--- src/dse_pkg.sv ---
// constants for the diagnostic status encoder
package dse_pkg;
  localparam int unsigned CLK_HZ          = 20_000_000;
  // flash timing in milliseconds
  localparam int unsigned FLASH_ON_MS     = 200;
  localparam int unsigned FLASH_OFF_MS    = 200;
  localparam int unsigned BURST_PAUSE_MS  = 1000;
  localparam int unsigned INHIBIT_MIN     = 10;
  localparam int unsigned FLASH_ON_CYC    = (CLK_HZ / 1000) * FLASH_ON_MS;
  localparam int unsigned FLASH_OFF_CYC   = (CLK_HZ / 1000) * FLASH_OFF_MS;
  localparam int unsigned PAUSE_CYC       = (CLK_HZ / 1000) * BURST_PAUSE_MS;
  localparam longint unsigned INHIBIT_CYC = 64'(CLK_HZ) * 64'(60 * INHIBIT_MIN);
  // yellow flash code pulse counts
  localparam logic [2:0] CODE_TEMP_PULSES = 3'h4;
  localparam logic [2:0] CODE_ACT_PULSES  = 3'h5;
  // bus led encoding {red, green}
  localparam logic [1:0] LED_OFF   = 2'h0;
  localparam logic [1:0] LED_GREEN = 2'h1;
  localparam logic [1:0] LED_RED   = 2'h2;
  // safety code static value
  localparam logic [3:0] CODE_STATIC_ZERO = 4'h0;
  // parameter write value that requests diagnostics
  localparam logic [3:0] PARAM_READ_CMD = 4'hf;
  // parameter bit positions, standard variant
  localparam int unsigned PB_ACT_IN  = 0;
  localparam int unsigned PB_HYST    = 1;
  localparam int unsigned PB_INHIBIT = 2;
  localparam int unsigned PB_INT_ERR = 3;
  // indication states
  typedef enum logic [4:0] {
    ST_OPEN    = 5'h01,
    ST_CLOSED  = 5'h02,
    ST_HYST    = 5'h04,
    ST_INHIBIT = 5'h08,
    ST_FAULT   = 5'h10
  } dse_state_e;
endpackage

--- src/dse_flasher.sv ---
// flash pulse generator: bursts of n pulses, or plain blink
`timescale 1ns/1ps
module dse_flasher #(
  parameter int unsigned ON_CYC    = 4000000,
  parameter int unsigned OFF_CYC   = 4000000,
  parameter int unsigned PAUSE_CYC = 20000000
) (
  // clock and reset
  input  wire logic       i_ref_clk,
  input  wire logic       i_rst_n,
  // pulse count per burst, zero means endless blink
  input  wire logic [2:0] i_pulses,
  // phase output
  output logic            o_phase
);
  logic [24:0] cnt_r;
  logic [2:0]  pulse_r;
  logic        on_r;
  logic        pause_r;
  wire  [24:0] limit;
  wire         done;
  wire         last;

  // segment length selection
  assign limit = pause_r ? 25'(PAUSE_CYC - 1) : (on_r ? 25'(ON_CYC - 1) : 25'(OFF_CYC - 1));
  assign done  = (cnt_r == limit);
  assign last  = (i_pulses != 3'h0) && (pulse_r + 3'h1 >= i_pulses);

  // pulse sequencer
  always_ff @(posedge i_ref_clk or negedge i_rst_n)
  begin
    if (!i_rst_n)
    begin
      cnt_r   <= 25'h0;
      pulse_r <= 3'h0;
      on_r    <= 1'b1;
      pause_r <= 1'b0;
    end
    else if (done)
    begin
      cnt_r <= 25'h0;
      if (pause_r)
      begin
        pause_r <= 1'b0;
        on_r    <= 1'b1;
        pulse_r <= 3'h0;
      end
      else if (on_r)
        on_r <= 1'b0;
      else if (last)
        pause_r <= 1'b1;
      else
      begin
        on_r    <= 1'b1;
        pulse_r <= pulse_r + 3'h1;
      end
    end
    else
      cnt_r <= cnt_r + 25'h1;
  end

  assign o_phase = on_r & ~pause_r;
endmodule // dse_flasher

--- src/dse_inhibit_timer.sv ---
// enabling inhibit timer, restarted by each teach or power-up with teach pending
`timescale 1ns/1ps
module dse_inhibit_timer #(
  parameter longint unsigned CYCLES = 64'd12000000000
) (
  // clock and reset
  input  wire logic i_ref_clk,
  input  wire logic i_rst_n,
  // start request
  input  wire logic i_start,
  // running flag
  output logic      o_active
);
  logic [35:0] cnt_r;

  // countdown
  always_ff @(posedge i_ref_clk or negedge i_rst_n)
  begin
    if (!i_rst_n)
      cnt_r <= 36'h0;
    else if (i_start)
      cnt_r <= 36'(CYCLES);
    else if (cnt_r != 36'h0)
      cnt_r <= cnt_r - 36'h1;
  end

  assign o_active = (cnt_r != 36'h0);
endmodule // dse_inhibit_timer

--- src/dse_encoder.sv ---
// diagnostic status encoder: leds, fault flag, safety code and parameter bits
`timescale 1ns/1ps
// What this block does
// [RULE_01] unsafe error: outputs off, flashing pattern
// [RULE_02] latched error cleared by door open-close
// [RULE_03] open green static zero; closed yellow dynamic
// [RULE_04] limit zone: flash both, fault flag, dynamic
// [RULE_05] inhibit: flash bus led, yellow off, zero
// [RULE_06] device/periphery fault: flash codes, static zero
// [RULE_07] address zero or comms fail: red, zero
// [RULE_08] 4 pulses temp, 5 actuator, steady internal
// [RULE_09] every error except address zero or comms fail raises periphery fault flag
// [RULE_10] fault flag set: bus led flashes red-green
// [RULE_11] parameter write F answers diagnostic bits
// [RULE_12] standard bits: actuator, hysteresis, inhibit, internal
// [RULE_13] identification variant: actuator number or zero
// [RULE_14] inhibit ten minutes after teach, restarts
// [RULE_15] timing parameters; faults override guard indication
module dse_encoder #(
  parameter int unsigned     FLASH_ON_CYC  = dse_pkg::FLASH_ON_CYC,
  parameter int unsigned     FLASH_OFF_CYC = dse_pkg::FLASH_OFF_CYC,
  parameter int unsigned     PAUSE_CYC     = dse_pkg::PAUSE_CYC,
  parameter longint unsigned INHIBIT_CYC   = dse_pkg::INHIBIT_CYC
) (
  // clock and reset
  input  wire logic       i_ref_clk,
  input  wire logic       i_rst_n,
  // sensor state, from the pins
  input  wire logic       i_act_present,
  input  wire logic       i_act_hyst,
  input  wire logic       i_temp_high,
  input  wire logic       i_act_fault,
  input  wire logic       i_internal_fault,
  input  wire logic       i_periph_fault,
  input  wire logic       i_teach_done,
  input  wire logic       i_teach_pending_pwrup,
  input  wire logic [3:0] i_act_number,
  // bus state, from the pins
  input  wire logic       i_addr_zero,
  input  wire logic       i_comm_fail,
  input  wire logic       i_param_wr,
  input  wire logic [3:0] i_param_val,
  // configuration
  input  wire logic       i_id_variant,
  // dynamic code from the code generator
  input  wire logic [3:0] i_dyn_code,
  // indicator outputs
  output logic [1:0]      o_bicolour_bus_led,
  output logic            o_yellow_led,
  // slave interface outputs
  output logic            o_periphery_fault_flag,
  output logic [3:0]      o_safe_code_word,
  output logic [3:0]      o_diagnostic_param_bits,
  output logic            o_param_ack,
  output logic            o_safety_off,
  output logic            o_error_latched
);
  // two flop synchroniser on all pin inputs
  localparam int unsigned NSYNC = 20;
  logic [NSYNC-1:0] s1_r;
  logic [NSYNC-1:0] s2_r;
  wire  [NSYNC-1:0] raw;
  assign raw = {i_act_present, i_act_hyst, i_temp_high, i_act_fault, i_internal_fault,
                i_periph_fault, i_teach_done, i_teach_pending_pwrup, i_act_number,
                i_addr_zero, i_comm_fail, i_param_wr, i_param_val, i_id_variant};

  always_ff @(posedge i_ref_clk or negedge i_rst_n)
  begin
    if (!i_rst_n)
    begin
      s1_r <= '0;
      s2_r <= '0;
    end
    else
    begin
      s1_r <= raw;
      s2_r <= s1_r;
    end
  end

  wire       act_in    = s2_r[19];
  wire       hyst      = s2_r[18];
  wire       temp_hi   = s2_r[17];
  wire       act_bad   = s2_r[16];
  wire       int_bad   = s2_r[15];
  wire       per_bad   = s2_r[14];
  wire       teach     = s2_r[13];
  wire       pwr_teach = s2_r[12];
  wire [3:0] act_num   = s2_r[11:8];
  wire       addr0     = s2_r[7];
  wire       comm_bad  = s2_r[6];
  wire       pwr       = s2_r[5];
  wire [3:0] pval      = s2_r[4:1];
  wire       idv       = s2_r[0];
  logic [1:0] live_r;  // fills as the synchroniser fills after reset
  logic      pwr_d_r;
  logic      teach_d_r;
  logic      pwrup_seen_r;

  // enabling inhibit: restarts on teach or at power-up with teach pending
  wire inhibit_start;
  wire inhibit_on;
  // [RULE_14] ten minute restart
  assign inhibit_start = (teach & ~teach_d_r) | (pwr_teach & ~pwrup_seen_r);

  dse_inhibit_timer #(
    .CYCLES (INHIBIT_CYC)
  ) u_inhibit (
    .i_ref_clk (i_ref_clk),
    .i_rst_n   (i_rst_n),
    .i_start   (inhibit_start),
    .o_active  (inhibit_on)
  );

  // error detection and latch
  wire any_fault;
  wire door_open;
  logic err_r;
  logic saw_open_r;
  assign any_fault = temp_hi | act_bad | int_bad | per_bad;
  assign door_open = ~act_in;

  // [RULE_02] clear only after open then close
  always_ff @(posedge i_ref_clk or negedge i_rst_n)
  begin
    if (!i_rst_n)
    begin
      err_r      <= 1'b0;
      saw_open_r <= 1'b0;
    end
    else if (any_fault)
    begin
      err_r      <= 1'b1;
      saw_open_r <= 1'b0;
    end
    else if (err_r && door_open)
      saw_open_r <= 1'b1;
    else if (err_r && saw_open_r)
    begin
      err_r      <= 1'b0;
      saw_open_r <= 1'b0;
    end
  end

  // state priority: fault over inhibit over limit zone over guard state
  dse_pkg::dse_state_e st;
  // [RULE_15] faults take precedence
  assign st = (any_fault | err_r) ? dse_pkg::ST_FAULT :
              inhibit_on          ? dse_pkg::ST_INHIBIT :
              (act_in & hyst)     ? dse_pkg::ST_HYST :
              act_in              ? dse_pkg::ST_CLOSED : dse_pkg::ST_OPEN;

  // flash code selection for yellow led
  wire [2:0] code_pulses;
  wire       yel_phase;
  wire       blink_phase;
  // [RULE_08] pulse counts per fault
  assign code_pulses = temp_hi ? dse_pkg::CODE_TEMP_PULSES :
                       act_bad ? dse_pkg::CODE_ACT_PULSES : 3'h0;

  dse_flasher #(
    .ON_CYC    (FLASH_ON_CYC),
    .OFF_CYC   (FLASH_OFF_CYC),
    .PAUSE_CYC (PAUSE_CYC)
  ) u_code_flash (
    .i_ref_clk (i_ref_clk),
    .i_rst_n   (i_rst_n),
    .i_pulses  (code_pulses),
    .o_phase   (yel_phase)
  );

  dse_flasher #(
    .ON_CYC    (FLASH_ON_CYC),
    .OFF_CYC   (FLASH_OFF_CYC),
    .PAUSE_CYC (PAUSE_CYC)
  ) u_blink (
    .i_ref_clk (i_ref_clk),
    .i_rst_n   (i_rst_n),
    .i_pulses  (3'h0),
    .o_phase   (blink_phase)
  );

  // output decode
  logic       fid_nxt;
  logic [1:0] led_nxt;
  logic       yel_nxt;
  logic [3:0] code_nxt;
  logic       off_nxt;

  always_comb
  begin
    fid_nxt  = 1'b0;
    yel_nxt  = 1'b0;
    code_nxt = dse_pkg::CODE_STATIC_ZERO;
    off_nxt  = 1'b1;
    case (st)
      // [RULE_03] guard open
      dse_pkg::ST_OPEN:
        ;
      // [RULE_03] guard closed
      dse_pkg::ST_CLOSED:
      begin
        yel_nxt  = 1'b1;
        code_nxt = i_dyn_code;
        off_nxt  = 1'b0;
      end
      // [RULE_04] limit zone
      dse_pkg::ST_HYST:
      begin
        fid_nxt  = 1'b1;
        yel_nxt  = blink_phase;
        code_nxt = i_dyn_code;
        off_nxt  = 1'b0;
      end
      // [RULE_05] enabling inhibit
      dse_pkg::ST_INHIBIT:
        fid_nxt = 1'b1;
      // [RULE_06] fault flash code, [RULE_01] outputs off
      dse_pkg::ST_FAULT:
      begin
        fid_nxt = 1'b1;
        yel_nxt = int_bad ? 1'b1 : (code_pulses != 3'h0) ? yel_phase : blink_phase;
      end
      default:
        fid_nxt = 1'b1;
    endcase
    // [RULE_07] bus error forces red and clears flag
    if (addr0 | comm_bad)
    begin
      fid_nxt  = 1'b0;
      code_nxt = dse_pkg::CODE_STATIC_ZERO;
      off_nxt  = 1'b1;
    end
  end

  // [RULE_10] flag drives red-green flashing
  assign led_nxt = (addr0 | comm_bad) ? dse_pkg::LED_RED :
                   fid_nxt ? (blink_phase ? dse_pkg::LED_RED : dse_pkg::LED_GREEN) :
                   dse_pkg::LED_GREEN;

  // diagnostic parameter bits
  logic [3:0] pbits;
  always_comb
  begin
    pbits = 4'h0;
    // [RULE_13] actuator number variant
    if (idv)
      pbits = act_in ? act_num : 4'h0;
    else
    begin
      // [RULE_12] standard bit meanings
      pbits[dse_pkg::PB_ACT_IN]  = act_in;
      pbits[dse_pkg::PB_HYST]    = act_in & hyst;
      pbits[dse_pkg::PB_INHIBIT] = inhibit_on;
      pbits[dse_pkg::PB_INT_ERR] = int_bad;
    end
  end

  wire pwr_req = pwr & ~pwr_d_r & (pval == dse_pkg::PARAM_READ_CMD);

  // registered outputs
  always_ff @(posedge i_ref_clk or negedge i_rst_n)
  begin
    if (!i_rst_n)
    begin
      o_bicolour_bus_led      <= dse_pkg::LED_OFF;
      o_yellow_led            <= 1'b0;
      o_periphery_fault_flag  <= 1'b0;
      o_safe_code_word        <= dse_pkg::CODE_STATIC_ZERO;
      o_diagnostic_param_bits <= 4'h0;
      o_param_ack             <= 1'b0;
      o_safety_off            <= 1'b1;
      o_error_latched         <= 1'b0;
      pwr_d_r                 <= 1'b0;
      teach_d_r               <= 1'b0;
      pwrup_seen_r            <= 1'b0;
      live_r                  <= 2'h0;
    end
    else
    begin
      o_bicolour_bus_led     <= led_nxt;
      o_yellow_led           <= yel_nxt;
      // [RULE_09] every error except a bus error raises the flag
      o_periphery_fault_flag <= fid_nxt;
      o_safe_code_word       <= code_nxt;
      o_safety_off           <= off_nxt;
      o_error_latched        <= err_r;
      // [RULE_11] answer parameter write F
      o_param_ack            <= pwr_req;
      if (pwr_req)
        o_diagnostic_param_bits <= pbits;
      pwr_d_r                <= pwr;
      teach_d_r              <= teach;
      // power-up teach flag is only valid once the synchroniser holds pin data
      pwrup_seen_r           <= live_r[1];
      live_r                 <= {live_r[0], 1'b1};
    end
  end

  // fault forces safety off next cycle
  chk_fault_outputs_off: assert property (@(posedge i_ref_clk) disable iff (!i_rst_n)
    (st == dse_pkg::ST_FAULT) |=> o_safety_off && o_safe_code_word == 4'h0) // [RULE_01]
    else $error("fault did not switch outputs off");

  chk_err_hold_closed: assert property (@(posedge i_ref_clk) disable iff (!i_rst_n)
    (err_r && !any_fault && !saw_open_r && act_in) |=> err_r) // [RULE_02]
    else $error("error cleared without door open");

  chk_open_static_zero: assert property (@(posedge i_ref_clk) disable iff (!i_rst_n)
    (st == dse_pkg::ST_OPEN) |=> !o_yellow_led && o_safe_code_word == 4'h0) // [RULE_03]
    else $error("open guard indication wrong");

  chk_hyst_dynamic: assert property (@(posedge i_ref_clk) disable iff (!i_rst_n)
    (st == dse_pkg::ST_HYST && !addr0 && !comm_bad) |=> o_periphery_fault_flag && !o_safety_off) // [RULE_04]
    else $error("limit zone indication wrong");

  chk_inhibit_zero: assert property (@(posedge i_ref_clk) disable iff (!i_rst_n)
    (st == dse_pkg::ST_INHIBIT && !addr0 && !comm_bad) |=> !o_yellow_led && o_periphery_fault_flag) // [RULE_05]
    else $error("inhibit indication wrong");

  chk_internal_steady: assert property (@(posedge i_ref_clk) disable iff (!i_rst_n)
    int_bad [*2] |=> o_yellow_led) // [RULE_08]
    else $error("internal fault yellow not steady");

  chk_bus_err_red: assert property (@(posedge i_ref_clk) disable iff (!i_rst_n)
    (addr0 || comm_bad) |=> o_bicolour_bus_led == dse_pkg::LED_RED && !o_periphery_fault_flag) // [RULE_07]
    else $error("bus error indication wrong");

  chk_param_answer: assert property (@(posedge i_ref_clk) disable iff (!i_rst_n)
    pwr_req |=> o_param_ack && o_diagnostic_param_bits == $past(pbits)) // [RULE_11]
    else $error("parameter answer wrong");
endmodule // dse_encoder

--- config.mk ---
export PLATFORM = sky130hd
export DESIGN_NAME = dse_encoder
export DESIGN_NICKNAME = d
export VERILOG_FILES = /design/src/dse_pkg.sv /design/src/dse_flasher.sv /design/src/dse_inhibit_timer.sv /design/src/dse_encoder.sv
export SDC_FILE = /design/constraint.sdc
export NUM_CORES = 1
export LEC_CHECK = 0
export ABC_AREA = 1
export ABC_CLOCK_PERIOD_IN_PS = 5600
export BUFFER_PORTS_ARGS = -buffer_cell sky130_fd_sc_hd__buf_2
export CORE_MARGIN = 2
export CORE_UTILIZATION = 40
export CTS_CLUSTER_SIZE = 14
export DETAILED_ROUTE_END_ITERATION = 6
export PLACE_DENSITY = 0.54
export SLEW_MARGIN = 20
export SYNTH_ARGS = -nofsm -noshare
export SYNTH_HDL_FRONTEND = slang
export SYNTH_HIERARCHICAL = 1
export SYNTH_SLANG_ARGS = --single-unit
--- constraint.sdc ---
create_clock -name i_ref_clk -period 5.6 [get_ports i_ref_clk]
set_input_delay 0.84 -clock i_ref_clk [delete_from_list [all_inputs] [get_ports i_ref_clk]]
set_output_delay 0.84 -clock i_ref_clk [all_outputs]
set_load 0.02 [all_outputs]
; ---- Word level (Yosys, flattened, before mapping)
; Index checks and enable logic that the tools add are counted.
; Widths: inputs -> output; s select.
[classes]
bitwise_logic = 17
addsub = 4
order_cmp = 1
n_mux = 40
eq_ne = 10
n_reduce_logical = 12
[op_table]
columns = cell, count
row1 = $mux 25, 3
row2 = $mux 36, 2
row3 = $add 25x1->25 const B, 2
row4 = $reduce_bool 36->1, 1
row5 = $sub 36x1->36 const B, 1
row6 = $eq 25x22->1 const B, 1
row7 = $eq 25x25->1, 1
row8 = $mux 4, 5
row9 = $mux 1, 18
row10 = $mux 3, 6
row11 = $mux 2, 4
row12 = $and 1x1->1, 6
row13 = $or 1x1->1, 6
row14 = $reduce_bool 3->1, 2
row15 = $eq 5x1->1 const B, 1
row16 = $eq 5x2->1 const B, 1
row17 = $eq 5x3->1 const B, 1
row18 = $eq 5x5->1 const B, 1
row19 = $mux 5, 1
row20 = $not 1->1, 5
row21 = $eq 4x4->1 const B, 1
row22 = $ne 2x2->1 const B, 2
row23 = $reduce_bool 2->1, 2
row24 = $reduce_or 2->1, 2
row25 = other kinds (7), 9
[totals]
output_inout_bits = 15
wordCells = 107
reg_bits = 154

; ---- Depth between registers and ports, before layout
; Gate-level depths: netlist of run 1.
[logic_depth]
ltp_word = 11
mapped_depth = 14
depth_no_buf = 14

; ---- Hierarchy
; Netlist of run 1, hierarchy kept.
[by_module_without_submodules]
columns = module, area_each_um2, seq_area_each_um2, n_inst, cells_per_inst
row1 = dse_flasher, 1898.1, 752.0, 2, 270
row2 = dse_inhibit_timer, 2479.9, 900.9, 1, 371
row3 = dse_encoder, 1909.3, 1552.7, 1, 138

; ---- Least setup slack after synthesis of run 1
; No wires, ideal clock.
[synth_path]
kind = register -> register
from = register u_code_flash.pulse_r[0]
to = register u_code_flash.pulse_r[0]
arrival_time_ns = 1.789
path_buffers = 0
path_stages_with_launch = 13
synth_period_minus_slack_ns = 1.906
required_ns = 5.483
setup_slack_ns = 3.694
path_cell_list = dfrtp_1 ha_1 or2_2 nand2_1 ha_1 a21oi_1 nand2_1 nand2_1 nand2_1 nand2_1 nand3_1 nand2_1 nand2_1
[synth_between]
elab_chain_len = 5
[synth_rtl]
columns = item, line
row1 = from (decl), dse_flasher.sv:17  ; logic [2:0] pulse_r;
row2 = from (signal assigned), dse_flasher.sv:55  ; pulse_r <= pulse_r + 3'h1;
row3 = $add 3x1->3 (*), "dse_flasher.sv:27, dse_flasher.sv:55"
row4 = $ge 3x3->1, dse_flasher.sv:27  ; assign last = (i_pulses != 3'h0) && (pulse_r + 3'h1 >= i_pulses);
row5 = $logic_and 1x1->1, dse_flasher.sv:27
row6 = $ne 2x1->1 (no source line), -
row7 = $reduce_and 3->1 (no source line), -
; Every way passes the cells marked *; elsewhere a longest branch is shown, timed or not. The select of a mux whose other input is x is not followed.
; A chain may end at the register's enable or synchronous reset.

; ---- Worst setup path in the final report of run 1
[layout_path]
from = register u_code_flash.pulse_r[0]
to = register u_code_flash.pulse_r[1]
; Same word-level chain as after synthesis.

==> results of run 1 <==
## power by group through the flow
| stage | sequential, mW | clock (mW) | combinational [mW] |
|---|---|---|---|
| final | 1.25 | 1.23 | 0.349 |
| after global routing | 1.25 | 1.32 | 0.395 |
| after CTS | 1.25 | 1.27 | 0.349 |
| after detailed placement | 1.27 | 0 | 0.348 |
| after global placement | 1.27 | 0 | 0.350 |
| after floorplan | 1.26 | 0 | 0.233 |
## synthesized netlist by cell type (8+ instances only)
cell type / instances / area share
a21oi_1: 19 / 0.012
nor2_4: 8 / 0.011
inv_1: 158 / 0.072
ha_1: 12 / 0.018
nand3_1: 75 / 0.046
o21ai_0: 18 / 0.011
or2_2: 9 / 0.0069
dfrtp_1: 155 / 0.47
nor2_2: 31 / 0.024
nand2_1: 278 / 0.13
nand3_2: 12 / 0.015
nor2_1: 156 / 0.072
nand4_1: 30 / 0.023
o21bai_1: 8 / 0.0073
xor2_1: 17 / 0.018
## layout make-up
type / instances / share of cell area
clock buffer: 17 / 0.0456
clock inverter: 15 / 0.0213
timing repair buffer: 43 / 0.0246
sequential: 158 / 0.425
inverter: 167 / 0.0679
tap: 270 / 0.0362
multi-input combinational: 721 / 0.380
## per-stage QoR
step / area [µm²] / hold WS [ns] / total power [mW]
after floorplan: 8210 / 0.331 / 1.49
after global placement: 8700 / 0.332 / 1.62
after CTS: 9320 / 0.347 / 2.87
after global routing: 9320 / 0.356 / 2.97
after detailed placement: 8700 / 0.335 / 1.62
final: 9320 / 0.344 / 2.83
## sequential cells by signal, summed over array words and instances (netlist names), 2 cells and up
name and cells:
u_code_flash/pulse_r 3, s2_r 20, u_blink/pulse_r 3, live_r 2, o_safe_code_word 4, u_blink/cnt_r 25, u_code_flash/cnt_r 25, o_bicolour_bus_led 2
s1_r 20, o_diagnostic_param_bits 4, u_inhibit/cnt_r 36
## worst min-delay path by stage
stage                         from                   to  slack, ns  depth (start not counted)
6_report        s1_r[11]$_DFF_PN0_   s2_r[11]$_DFF_PN0_       0.34                          0
5_1_grt          s1_r[2]$_DFF_PN0_    s2_r[2]$_DFF_PN0_       0.36                          0
4_1_cts         s1_r[11]$_DFF_PN0_   s2_r[11]$_DFF_PN0_       0.35                          0
3_5_place_dp    s1_r[11]$_DFF_PN0_   s2_r[11]$_DFF_PN0_       0.33                          0
3_3_place_gp    s1_r[12]$_DFF_PN0_   s2_r[12]$_DFF_PN0_       0.33                          0
2_1_floorplan  live_r[0]$_DFF_PN0_  live_r[1]$_DFF_PN0_       0.33                          0
## layer usage
metal	wire length (µm)	vias up	global-route usage
met5	0	-	0
met4	225	0	0.0529
met3	742	15	0.0373
met2	8240	126	0.286
met1	8680	3028	0.242
li1	-	3366	-
## cells by family after synthesis
logic type,synth area share
AND/OR/NAND/NOR,0.354
buffers and inverters,0.0870
flip-flops,0.483
AO/OA/AOI/OAI,0.0371
XOR/XNOR,0.0193
adder cells (fa/ha/maj),0.0183
other,0.000917
==> results.sh, run 1 <==
export IMPL_power_frac_comb=0.123
export IMPL_clkLatencyLatePin_ns=0.43
export IMPL_cts_setup_buffers=0
export IMPL_gpl_final_weighted_congestion=0.858
export IMPL_reg2reg_depth=12
export IMPL_p_sw_mw=0.812
export IMPL_crit_buf_inv=0
export IMPL_viasPerCell=4.70
export IMPL_async_reset_ff_frac=1.00
export IMPL_pre_cts_ws_ns=3.49
export IMPL_ff_latch_area_um2=3960
export IMPL_power_density_nw_per_um2=303
export IMPL_synth_edf_count=0
export IMPL_dieWidth_um=147
export IMPL_report_final_hold_viol_count=0
export IMPL_antenna_found_initial=0
export IMPL_outcome="complete, no violations"
export IMPL_cts_buffers=17
export IMPL_drt_total_wl_mm=17.9
export IMPL_grt_usage=0.177
export IMPL_path_cells="ha_1 > or2_2 > nand2_1 > ha_1 > a21oi_1 > nand2_1 > nand2_1 > nand2_1 > nand2_1 > nand3_1 > nand2_1 > nand2_1"
export IMPL_post_drt_wl_per_cell_um=12.9
export IMPL_yosys_register_bits=158
export IMPL_p_seq_frac=0.442
export IMPL_worstHoldPathType="flop to flop"
export IMPL_setup_ws_ns=3.46
export IMPL_final_cell_mix="nand2_1, inv_1, nor2_1"
export IMPL_worst_slew_pin_slew_ns=0.842
export IMPL_fillers=2035
export IMPL_period_share=0.382
export IMPL_grt_start_max_net_pins=66
export IMPL_netlist_instances=1049
export IMPL_p_sw_frac=0.287
export IMPL_syn_area_um2=8190
export IMPL_grt_overflow=0
export IMPL_crit_family="simple AND/OR/NAND/NOR gates"
export IMPL_clock_power_share=0.435
export IMPL_core_um2=20200
export IMPL_timing_max_slew_rel_slack=0.439
export IMPL_port_buffers=40
export IMPL_setup_tns_ns=0
export IMPL_area_growth_pct=13.9
export IMPL_start_util=0.406
export IMPL_drive_gt1_frac=0.144
export IMPL_ant_nets=0
export IMPL_grt_pass1_vias=6521
export IMPL_rrSetupSlack_ns=3.46
export IMPL_grt_pass1_wl_mm=31.0
export IMPL_cp_start_kind="flop"
export IMPL_initialDrtViolationCount=379
export IMPL_hold_buffers=0
export IMPL_drtPass1Iterations=5
export IMPL_slowest_stage="dfrtp_1"
export IMPL_drc=0
export IMPL_crit_required_ns=5.92
export IMPL_synth_warnings=6
export IMPL_die_height_um=147
export IMPL_fin_worst_skew_ns=0.00961
export IMPL_synth_cell_types=41
export IMPL_cp_max_fo=4
export IMPL_worst_path_stages=12
export IMPL_power_leakage_nw=4.70
export IMPL_placementRows=52
export IMPL_r2r_start="u_code_flash/pulse_r[0]$_DFFE_PN0P_"
export IMPL_cts_buffer_depth=2
export IMPL_utilization=0.462
export IMPL_multiInputGateArea_um2=3540
export IMPL_drv_slew=0
export IMPL_vdd_ir_drop_max_uv=211
export IMPL_max_freq_mhz=468
export IMPL_r2r_end="u_code_flash/pulse_r[1]$_DFFE_PN0P_"
export IMPL_fin_crit_ns=2.14
export IMPL_syn_area_per_cell_um2=7.80
export IMPL_floorplan_die_area_um2=21600
export IMPL_cts_resized=0
export IMPL_root_buffer="clkbuf_16"
export IMPL_cp_slowest_stage_delay_ns=0.41
export IMPL_dp_cells=1359
export IMPL_arrival_ns=2.46
export IMPL_path_clk_slew_ns=0.07
export IMPL_finalSetupViolations=0
export IMPL_worstSetupPathType="flop to flop"
export IMPL_crit_top_cell="nand2_1"
export IMPL_synthFlopType="dfrtp_1"
export IMPL_crit_start="u_code_flash/pulse_r[0]$_DFFE_PN0P_"
export IMPL_fin_cells=1391
export IMPL_antenna_cells=0
export IMPL_final_common_cell="nand2_1"
export IMPL_boundaryPins=41
export IMPL_hpwl_mm=13.1
export IMPL_rsz0062_at_grt="no"
export IMPL_cts_sinks=158
export IMPL_cts_tree="done"
export IMPL_crit_end="u_code_flash/pulse_r[1]$_DFFE_PN0P_"
export IMPL_internal_power_mw=2.01
export IMPL_seq_area_frac_synth=0.483
export IMPL_drv_cap=0
export IMPL_h_tree_depth=4
export IMPL_critPathCaptureType="flop"
export IMPL_final_nets=1146
export IMPL_num_vias=6535
Note: power is estimated with default switching activity, not from simulation.
==> run 2: changes to the inputs <==
--- a/config.mk
+++ b/config.mk
@@ -6,7 +6,7 @@
 export NUM_CORES = 1
 export LEC_CHECK = 0
 export ABC_AREA = 1
-export ABC_CLOCK_PERIOD_IN_PS = 5600
+export ABC_CLOCK_PERIOD_IN_PS = 2100
 export BUFFER_PORTS_ARGS = -buffer_cell sky130_fd_sc_hd__buf_2
 export CORE_MARGIN = 2
 export CORE_UTILIZATION = 40
==> constraint.sdc (replaced) <==
create_clock -name i_ref_clk -period 2.1 [get_ports i_ref_clk]
set_input_delay 0.315 -clock i_ref_clk [delete_from_list [all_inputs] [get_ports i_ref_clk]]
set_output_delay 0.315 -clock i_ref_clk [all_outputs]
set_load 0.02 [all_outputs]
==> run 2 against run 1 <==
Register-to-register slack got worse by 3.3 ns. Largest power group unchanged. Critical endpoint is now u_code_flash/pulse_r[0]$_DFFE_PN0P_. Utilization is 1.5 points higher. Highest routed layer unchanged. Hold slack got worse by 0.24 ns. Critical path type unchanged. Combinational power increased to 3.0 times the previous value.
==> results.sh, run 2 (same netlist as run 1, synthesis figures left out) <==
export IMPL_outcome="complete, no violations"
export IMPL_power_density_nw_per_um2=780
export IMPL_design_area_um2=9630
export IMPL_rsz0062_at_grt="no"
export IMPL_final_nets=1177
export IMPL_drive_gt1_frac=0.153
export IMPL_ant_nets=0
export IMPL_period_share=0.945
export IMPL_pre_cts_ws_ns=0.0366
export IMPL_timing_max_slew_rel_slack=0.656
export IMPL_fin_worst_skew_ns=0.00943
export IMPL_total_power_mw=7.51
export IMPL_fin_crit_ns=1.98
export IMPL_hpwl_mm=13.1
export IMPL_placementRows=52
export IMPL_cts_buffers=17
export IMPL_post_drt_wl_per_cell_um=12.7
export IMPL_cts_sinks=158
export IMPL_wl_met2_mm=8.40
export IMPL_grt_usage=0.179
export IMPL_cp_slowest_stage_delay_ns=0.42
export IMPL_crit_buf_inv=0
export IMPL_vdd_ir_drop_max_uv=538
export IMPL_setup_tns_ns=0
export IMPL_regMostFlops="u_inhibit/cnt_r"
export IMPL_cp_max_fo=4
export IMPL_worstSetupPathType="flop to flop"
export IMPL_wl_met3_um=543
export IMPL_port_buffers=40
export IMPL_boundaryPins=41
export IMPL_critPathCaptureType="flop"
export IMPL_gpl_final_weighted_congestion=0.840
export IMPL_drc=0
export IMPL_cts_tree="done"
export IMPL_setup_ws_ns=0.115
export IMPL_largestRegisters="u_inhibit/cnt_r x36, u_blink/cnt_r x25, u_code_flash/cnt_r x25"
export IMPL_crit_required_ns=2.42
export IMPL_slowest_stage="dfrtp_1"
export IMPL_crit_family="simple AND/OR/NAND/NOR gates"
export IMPL_holdWs_ns=0.103
export IMPL_grt_start_max_net_pins=52
export IMPL_arrival_ns=2.31
export IMPL_floorplan_die_area_um2=21600
export IMPL_cts_buffer_depth=2
export IMPL_viasPerCell=4.58
export IMPL_h_tree_depth=4
export IMPL_crit_top_cell="nand2_1"
export IMPL_top_layer="met4"
export IMPL_clkLatencyLatePin_ns=0.43
export IMPL_worstHoldPathType="input pin to flop"
export IMPL_power_leakage_nw=4.83
export IMPL_core_um2=20200
export IMPL_drv_slew=0
export IMPL_drt_total_wl_mm=18.0
export IMPL_max_freq_mhz=504
export IMPL_final_common_cell="nand2_1"
export IMPL_wl_met1_mm=8.82
export IMPL_placed_cell_area_um2=8800
export IMPL_worst_slew_pin_slew_ns=0.516
export IMPL_drtPass1Iterations=5
export IMPL_grt_pass1_vias=6571
export IMPL_die_height_um=147
export IMPL_num_vias=6515
export IMPL_path_cells="ha_2 > or2_2 > nand2_1 > ha_1 > a21oi_2 > nand2_1 > nand2_1 > nand2_1 > nand2_2 > nand3_2 > nand2_1 > nand2_1"
export IMPL_antenna_cells=0
export IMPL_grt_overflow=0
export IMPL_report_final_hold_viol_count=0
export IMPL_root_buffer="clkbuf_16"
export IMPL_final_cell_mix="nand2_1, inv_1, nor2_1"
export IMPL_cp_start_kind="flop"
export IMPL_area_growth_pct=17.6
export IMPL_path_clk_slew_ns=0.07
export IMPL_start_util=0.406
export IMPL_grt_pass1_wl_mm=31.3
export IMPL_largest_reg_flops=36
export IMPL_initialDrtViolationCount=341
export IMPL_finalSetupViolations=0
export IMPL_antenna_found_initial=0
export IMPL_drv_cap=0
export IMPL_dieWidth_um=147
-- run 2: cell count changes in the layout (fill, tap and decap cells not counted), sizes merged --
cell,change
bufinv,-1
buf,+10
clkinv,-1
dlygate4sd3,+21
clkinvlp,+2
-- run 2: final timing paths --
kind / start / end / slack [ns] / cells after the start
worst max-delay path: u_code_flash/pulse_r[0]$_DFFE_PN0P_ / u_code_flash/pulse_r[0]$_DFFE_PN0P_ / 0.12 / 12
worst min-delay path: i_dyn_code[1] / o_safe_code_word[1]$_DFF_PN0_ / 0.10 / 3
worst max register to register: u_code_flash/pulse_r[0]$_DFFE_PN0P_ / u_code_flash/pulse_r[0]$_DFFE_PN0P_ / 0.12 / 12
worst min register to register: live_r[1]$_DFF_PN0_ / pwrup_seen_r$_DFF_PN0_ / 0.35 / 0
max in group asynchronous: i_rst_n / o_safety_off$_DFF_PN1_ / 1.00 / 3
min in group asynchronous: i_rst_n / u_inhibit/cnt_r[28]$_DFFE_PN0P_ / 0.41 / 2
-- run 2: timing repair --
action | CTS | global route
gates resized for setup | 0 | 5
setup endpoints to repair | 0 | 6
setup buffers | 0 | 0
hold buffers | 21 | 0
endpoints found under the hold margin | 66 | 0
-- run 2: where the power goes --
group / switching (mW) / internal (mW)
registers: 0.123 / 3.19
logic: 0.703 / 0.331
clock network: 1.37 / 1.79
-- run 2: worst min-delay path: cells and delay by family --
kind,cells,cell delay [ns]
buffers and inverters,2,0.15
AND/OR/NAND/NOR,1,0.03
-- run 2: cell type report --
class | count | area, µm²
Timing Repair Buffer | 74 | 539
Sequential cell | 158 | 3960
Tap cell | 270 | 338
Multi-Input combinational cell | 721 | 3560
Inverter | 167 | 633
Clock inverter | 15 | 175
Fill cell | 1996 | 10500
Clock buffer | 17 | 425
-- run 2: metrics by stage --
step | utilization | cells
floorplan | - | 1055
global placement | 0.436 | 1369
detailed placement | 0.436 | 1369
CTS | 0.476 | 1422
global route | 0.477 | 1422
finish | 0.477 | 1422
-- run 2: layer usage --
| layer | vias to the layer above | global-route usage |
|---|---|---|
| li1 | 3438 | - |
| met1 | 2957 | 0.243 |
| met2 | 100 | 0.293 |
| met3 | 20 | 0.0370 |
| met4 | 0 | 0.0505 |
| met5 | - | 0 |
